File: src/shared/pwr_frame_pkg.sv
// constants for the suspend, frame tick and audio clock control block
package pwr_frame_pkg;
	localparam int  clock_mhz             = 100;
	localparam int  frame_period_us       = 1000;
	localparam int  frame_cycles          = frame_period_us * clock_mhz;
	localparam int  frame_tick_high       = frame_cycles / 2;
	localparam int  reference_mhz         = 12;
	localparam int  audio_clock_low_mhz   = 48;
	localparam int  audio_clock_high_mhz  = 72;
	localparam int  suspend_idle_us       = 3000;
	localparam int  suspend_idle_cycles   = suspend_idle_us * clock_mhz;
	localparam int  lock_window_cycles    = frame_cycles / 100;

	typedef enum logic [1:0] {
		st_clock_wait = 2'b00,
		st_normal     = 2'b01,
		st_low_power  = 2'b10,
		st_waking     = 2'b11
	} power_state_t;
endpackage : pwr_frame_pkg

File: src/logic/usb_suspend_frame_clock_ctrl.sv
// power state, frame tick and audio clock selection control
`timescale 1ns/1ns
module usb_suspend_frame_clock_ctrl #(
	parameter int frame_cycles        = pwr_frame_pkg::frame_cycles,
	parameter int suspend_idle_cycles = pwr_frame_pkg::suspend_idle_cycles
) (
	input  wire logic clock,
	input  wire logic rst_n,
	input  wire logic pll_locked,
	input  wire logic usb_sof_pulse,
	input  wire logic usb_line_j_state,
	input  wire logic vbus_high,
	input  wire logic suspend_allow_in,
	input  wire logic audio_clock_fast_req,
	output logic      frame_tick,
	output logic      audio_frame_strobe,
	output logic      power_normal,
	output logic      remote_wake,
	output logic      pll_ref_select_crystal,
	output logic      audio_clock_fast,
	output logic      reduced_feature,
	output logic      frame_locked
);
	localparam int cw = $clog2(frame_cycles + 1);
	localparam int iw = $clog2(suspend_idle_cycles + 1);
	localparam logic [cw-1:0] frame_last = cw'(frame_cycles - 1);
	localparam logic [cw-1:0] tick_half  = cw'(frame_cycles / 2);
	localparam logic [cw-1:0] lock_win   = cw'(frame_cycles / 100);
	localparam logic [iw-1:0] idle_last  = iw'(suspend_idle_cycles - 1);

	pwr_frame_pkg::power_state_t state;
	pwr_frame_pkg::power_state_t next_state;
	logic          allow_meta;
	logic          allow_sync;
	logic [cw-1:0] frame_count;
	logic [iw-1:0] idle_count;
	logic          idle_done;
	logic          sof_seen;

	// ****************************************************************
	// input synchronisation
	// ****************************************************************
	always_ff @(posedge clock or negedge rst_n) begin
		if (!rst_n) begin
			allow_meta <= 1'b0;
			allow_sync <= 1'b0;
		end else begin
			allow_meta <= suspend_allow_in;
			allow_sync <= allow_meta;
		end
	end

	// ****************************************************************
	// frame counter locked to usb start of frame
	// ****************************************************************
	always_ff @(posedge clock or negedge rst_n) begin
		if (!rst_n) begin
			frame_count <= '0;
			sof_seen    <= 1'b0;
		end else if (usb_sof_pulse) begin
			frame_count <= '0;
			sof_seen    <= 1'b1;
		end else if (frame_count == frame_last) begin
			frame_count <= '0;
		end else begin
			frame_count <= frame_count + cw'(1);
		end
	end

	always_ff @(posedge clock or negedge rst_n) begin
		if (!rst_n) begin
			frame_tick         <= 1'b0;
			audio_frame_strobe <= 1'b0;
			frame_locked       <= 1'b0;
		end else begin
			frame_tick         <= usb_sof_pulse || (frame_count < tick_half - cw'(1)) ||
			                      (frame_count == frame_last);
			audio_frame_strobe <= usb_sof_pulse || (!sof_seen && frame_count == frame_last);
			if (usb_sof_pulse)
				frame_locked <= (frame_count >= frame_last - lock_win) || (frame_count <= lock_win);
			else if (!vbus_high)
				frame_locked <= 1'b0;
		end
	end

	// ****************************************************************
	// bus idle detection
	// ****************************************************************
	always_ff @(posedge clock or negedge rst_n) begin
		if (!rst_n) begin
			idle_count <= '0;
			idle_done  <= 1'b0;
		end else if (!usb_line_j_state || !vbus_high) begin
			idle_count <= '0;
			idle_done  <= 1'b0;
		end else if (idle_count == idle_last) begin
			idle_done  <= 1'b1;
		end else begin
			idle_count <= idle_count + iw'(1);
		end
	end

	// ****************************************************************
	// power state machine
	// ****************************************************************
	always_comb begin
		next_state = state;
		case (state)
			pwr_frame_pkg::st_clock_wait: begin
				if (pll_locked)
					next_state = pwr_frame_pkg::st_normal;
			end
			pwr_frame_pkg::st_normal: begin
				if (allow_sync && (!vbus_high || idle_done))
					next_state = pwr_frame_pkg::st_low_power;
			end
			pwr_frame_pkg::st_low_power: begin
				if (vbus_high && !usb_line_j_state)
					next_state = pwr_frame_pkg::st_normal;
				else if (vbus_high && !allow_sync)
					next_state = pwr_frame_pkg::st_waking;
			end
			pwr_frame_pkg::st_waking: begin
				if (!usb_line_j_state || !vbus_high)
					next_state = pwr_frame_pkg::st_normal;
			end
			default: next_state = pwr_frame_pkg::st_clock_wait;
		endcase
	end

	// reset of any kind returns to normal power via the clock wait
	always_ff @(posedge clock or negedge rst_n) begin
		if (!rst_n)
			state <= pwr_frame_pkg::st_clock_wait;
		else
			state <= next_state;
	end

	always_ff @(posedge clock or negedge rst_n) begin
		if (!rst_n) begin
			power_normal <= 1'b1;
			remote_wake  <= 1'b0;
		end else begin
			power_normal <= (next_state != pwr_frame_pkg::st_low_power) &&
			                (next_state != pwr_frame_pkg::st_waking);
			remote_wake  <= (next_state == pwr_frame_pkg::st_waking);
		end
	end

	// ****************************************************************
	// clock selection
	// ****************************************************************
	always_ff @(posedge clock or negedge rst_n) begin
		if (!rst_n) begin
			pll_ref_select_crystal <= 1'b1;
			audio_clock_fast       <= 1'b0;
			reduced_feature        <= 1'b1;
		end else begin
			pll_ref_select_crystal <= 1'b1;
			if (state == pwr_frame_pkg::st_clock_wait) begin
				audio_clock_fast <= audio_clock_fast_req;
				reduced_feature  <= !audio_clock_fast_req;
			end
		end
	end
endmodule : usb_suspend_frame_clock_ctrl

File: config.mk
export PLATFORM = sky130hd
export DESIGN_NAME = usb_suspend_frame_clock_ctrl
export DESIGN_NICKNAME = d
export VERILOG_FILES = /design/src/shared/pwr_frame_pkg.sv /design/src/logic/usb_suspend_frame_clock_ctrl.sv
export SDC_FILE = /design/constraint.sdc
export NUM_CORES = 1
export LEC_CHECK = 0
export ABC_AREA = 1
export BUFFER_PORTS_ARGS = -buffer_cell sky130_fd_sc_hd__buf_2
export CAP_MARGIN = 20
export CORE_MARGIN = 1.5
export CORE_UTILIZATION = 45
export CTS_CLUSTER_SIZE = 10
export DETAILED_ROUTE_END_ITERATION = 10
export PLACE_DENSITY = 0.74
export SLEW_MARGIN = 20
export SYNTH_ARGS = -nofsm -noshare
export SYNTH_HDL_FRONTEND = slang
export SYNTH_SLANG_ARGS = --single-unit
File: constraint.sdc
create_clock -name clock -period 1.79 [get_ports clock]
set_input_delay 0.0895 -clock clock [delete_from_list [all_inputs] [get_ports clock]]
set_output_delay 0.0895 -clock clock [all_outputs]
set_load 0.03 [all_outputs]
==> flow_metrics.py <==
metrics = {
    "timing": {
        "setup_tns_ps": 0,
        "final_max_slew_viol_count": 0,
        "worst_pin_slew_ps": 732,
        "setup_viol": 0,
        "max_freq_mhz": 632,
        "fin_skew_ps": 9.48,
        "rsz0062_at_grt": "no",
        "finalHoldViolations": 0,
        "hold_ws_ps": 56.4,
        "max_slew_margin_pct": 51.2,
        "period_share_pct": 88.5,
        "fin_crit_ps": 1580,
    },
    "power": {
        "vdd.ir_drop.worst_mv": 0.543,
        "powerDensity_nw_per_um2": 731,
        "p_leak_nw": 1.37,
    },
    "routing": {
        "drc_errors": 0,
        "route.detailed.wl_per_inst_um": 12.5,
        "viasPerCell": 5.13,
        "postRouteAntennaNets": 0,
        "drt_pass1_iterations": 4,
        "routed_wl_mm": 5.86,
        "drt-initial-drc-count": 135,
        "vias": 2401,
    },
    "grt": {
        "grt_pass1_wl_mm": 9.57,
        "antenna_found_initial": 0,
        "overflow": 0,
        "grt_max_degree": 33,
        "grt.total_usage_pct": 19.0,
        "grt_pass1_vias": 2188,
    },
    "placed_design": {
        "place_area_um2": 2900,
        "dp.cells": 457,
        "portBuffers": 14,
        "place_congestion": 0.913,
        "dp_hpwl_mm": 4.35,
    },
    "worst_setup_path": {
        "required_ps": 2000,
        "endpoint_kind": "register",
        "crit_type": "register to register",
        "cp.arrival_ps": 1790,
        "cp_max_fo": 4,
        "start_kind": "register",
    },
    "layout": {
        "nFillCells": 557,
        "syn2layout_area_growth_pct": 10.7,
        "diodes": 0,
        "instances_no_fill": 468,
        "nets": 403,
        "final_common_cell": "nand2_1",
        "layout-drive-gt1-share_pct": 11.5,
        "design_area_um2": 3020,
        "layout_common_cells": "nand2_1 (77), nor2_1 (63), inv_1 (55)",
    },
    "synthesis": {
        "syn-num-nets": 379,
        "synth-seq-cells": 49,
        "seq_area_frac_synth_pct": 45.0,
        "synth_top_area_share_pct": 43.1,
        "syn_area_um2": 2730,
        "yosysTopAreaCell": "dfrtp_1",
        "synth_area_leaders": "dfrtp_1 (43%), nand2_1 (11%), nor2_1 (8.7%), inv_1 (7.6%), nand3_1 (5.0%)",
        "yosysWarnings": 0,
        "synthCells": 368,
        "synth_area_per_cell_um2": 7.42,
        "ys_types": 31,
    },
    "clock_network": {
        "cts_root_buf": "clkbuf_8",
        "cts_max_path_buffers": 2,
        "cts-resized-gates": 0,
        "clock_sinks": 49,
        "cts_tree": "done",
        "cts_made_buffers": 5,
        "htreeDepth": 2,
        "holdBufCountCts": 3,
        "clk_pin_slew_ps": 100,
        "post-cts-setup-buffers": 0,
        "clkLatencyLatePin_ps": 310,
    },
    "floorplan": {
        "dieArea_um2": 6540,
        "core.rowCount": 28,
        "die_w_um": 80.9,
        "ios": 16,
        "die_h_um": 80.9,
        "start_util_pct": 46.4,
        "core-area_um2": 5890,
    },
    "run": {
        "max_cap_viol_count": 0,
    },
    "outcome": {
        "status": "finished, final reports clean",
    },
    "hold_path": {
        "min-delay-path-class": "input pin to register",
    },
}
cells by family (layout without fill, tap and decap cells):
kind of cell,count (synthesis),in the layout,synth area share [%]
simple gates,211,211,35.1
buf+inv,59,84,8.48
fa+ha+maj,3,3,1.38
xor+xnor,6,6,1.93
compound gates,39,39,7.98
other cells,1,1,0.137
flops,49,49,45.0
per-layer routing:
layer  vias to the layer above  global-route usage [%]  part of all wire (%)
met2                        61                    32.0                    47
met1                      1107                    23.6                    46
met4                         0                    7.24                   1.7
met5                         -                       0                     0
met3                        12                    4.16                   5.2
li1                       1221                       -                     -
critical path, cell delays in order (launching register included):
cell	delay, ps
dfrtp_1	410
ha_1	230
nand3_2	120
nor2_1	180
nand2_1	130
inv_1	120
nand2_1	70
o21ai_0	150
a21oi_1	60
area by class of cell:
class | instances | area (µm²) | share of cell area (%)
clock buffer | 5 | 68.8 | 2.28
inverter | 55 | 206 | 6.83
sequential | 49 | 1230 | 40.7
tap | 75 | 93.8 | 3.11
timing repair buffer | 21 | 130 | 4.31
multi-input combinational | 260 | 1270 | 42.0
clock inverter | 3 | 25.0 | 0.828
power by group:
part	internal [mW]	total, mW	switching (mW)
clock	0.286	0.707	0.421
sequential	1.18	1.22	0.0375
combinational	0.0856	0.286	0.200
path summary, 6_finish.rpt:
| path | from | endpoint | slack, ps | cells after the start |
|---|---|---|---|---|
| setup / recovery | idle_count[0]$_DFFE_PN0P_ | idle_count[12]$_DFFE_PN0P_ | 210 | 8 |
| hold / removal | pll_locked | state[0]$_DFF_PN0_ | 60 | 2 |
| setup reg to reg | idle_count[0]$_DFFE_PN0P_ | idle_count[12]$_DFFE_PN0P_ | 210 | 8 |
| hold reg to reg | allow_meta$_DFF_PN0_ | allow_sync$_DFF_PN0_ | 360 | 0 |
| max in group asynchronous | rst_n | frame_count[5]$_DFF_PN0_ | 800 | 3 |
| min in group asynchronous | rst_n | idle_count[14]$_DFFE_PN0P_ | 360 | 2 |
sequential cells by signal, indices dropped and copies added (netlist names):
name                flops
idle_done               1
frame_locked            1
audio_clock_fast        1
remote_wake             1
sof_seen                1
idle_count             19
frame_tick              1
allow_meta              1
state                   2
power_normal            1
reduced_feature         1
allow_sync              1
audio_frame_strobe      1
frame_count            17
metrics by stage:
| stage | util [%] | power, mW | setup slack [ps] |
|---|---|---|---|
| after CTS | 51.3 | 2.23 | 212 |
| after global routing | 51.3 | 2.31 | 66.7 |
| after floorplan | - | 1.42 | 434 |
| final | 51.3 | 2.21 | 207 |
| after global placement | 49.2 | 1.51 | 298 |
| after detailed placement | 49.2 | 1.52 | 233 |
cell usage after synthesis, drive strengths merged:
| cell type | n |
|---|---|
| nand3b | 1 |
| a21oi | 20 |
| conb | 1 |
| nand4 | 10 |
| xor2 | 4 |
| nand3 | 29 |
| nor4 | 1 |
| and3 | 1 |
| o221a | 1 |
| clkbuf | 1 |
| a31oi | 1 |
| inv | 55 |
| dfstp | 2 |
| or2 | 1 |
| o2111ai | 1 |
| nand2 | 79 |
| buf | 3 |
| nor3b | 1 |
| nor2 | 72 |
| o21ai | 16 |
| ha | 3 |
| dfrtp | 47 |
| nor3 | 16 |
| xnor2 | 2 |
Note: power is estimated with default switching activity, not from simulation.
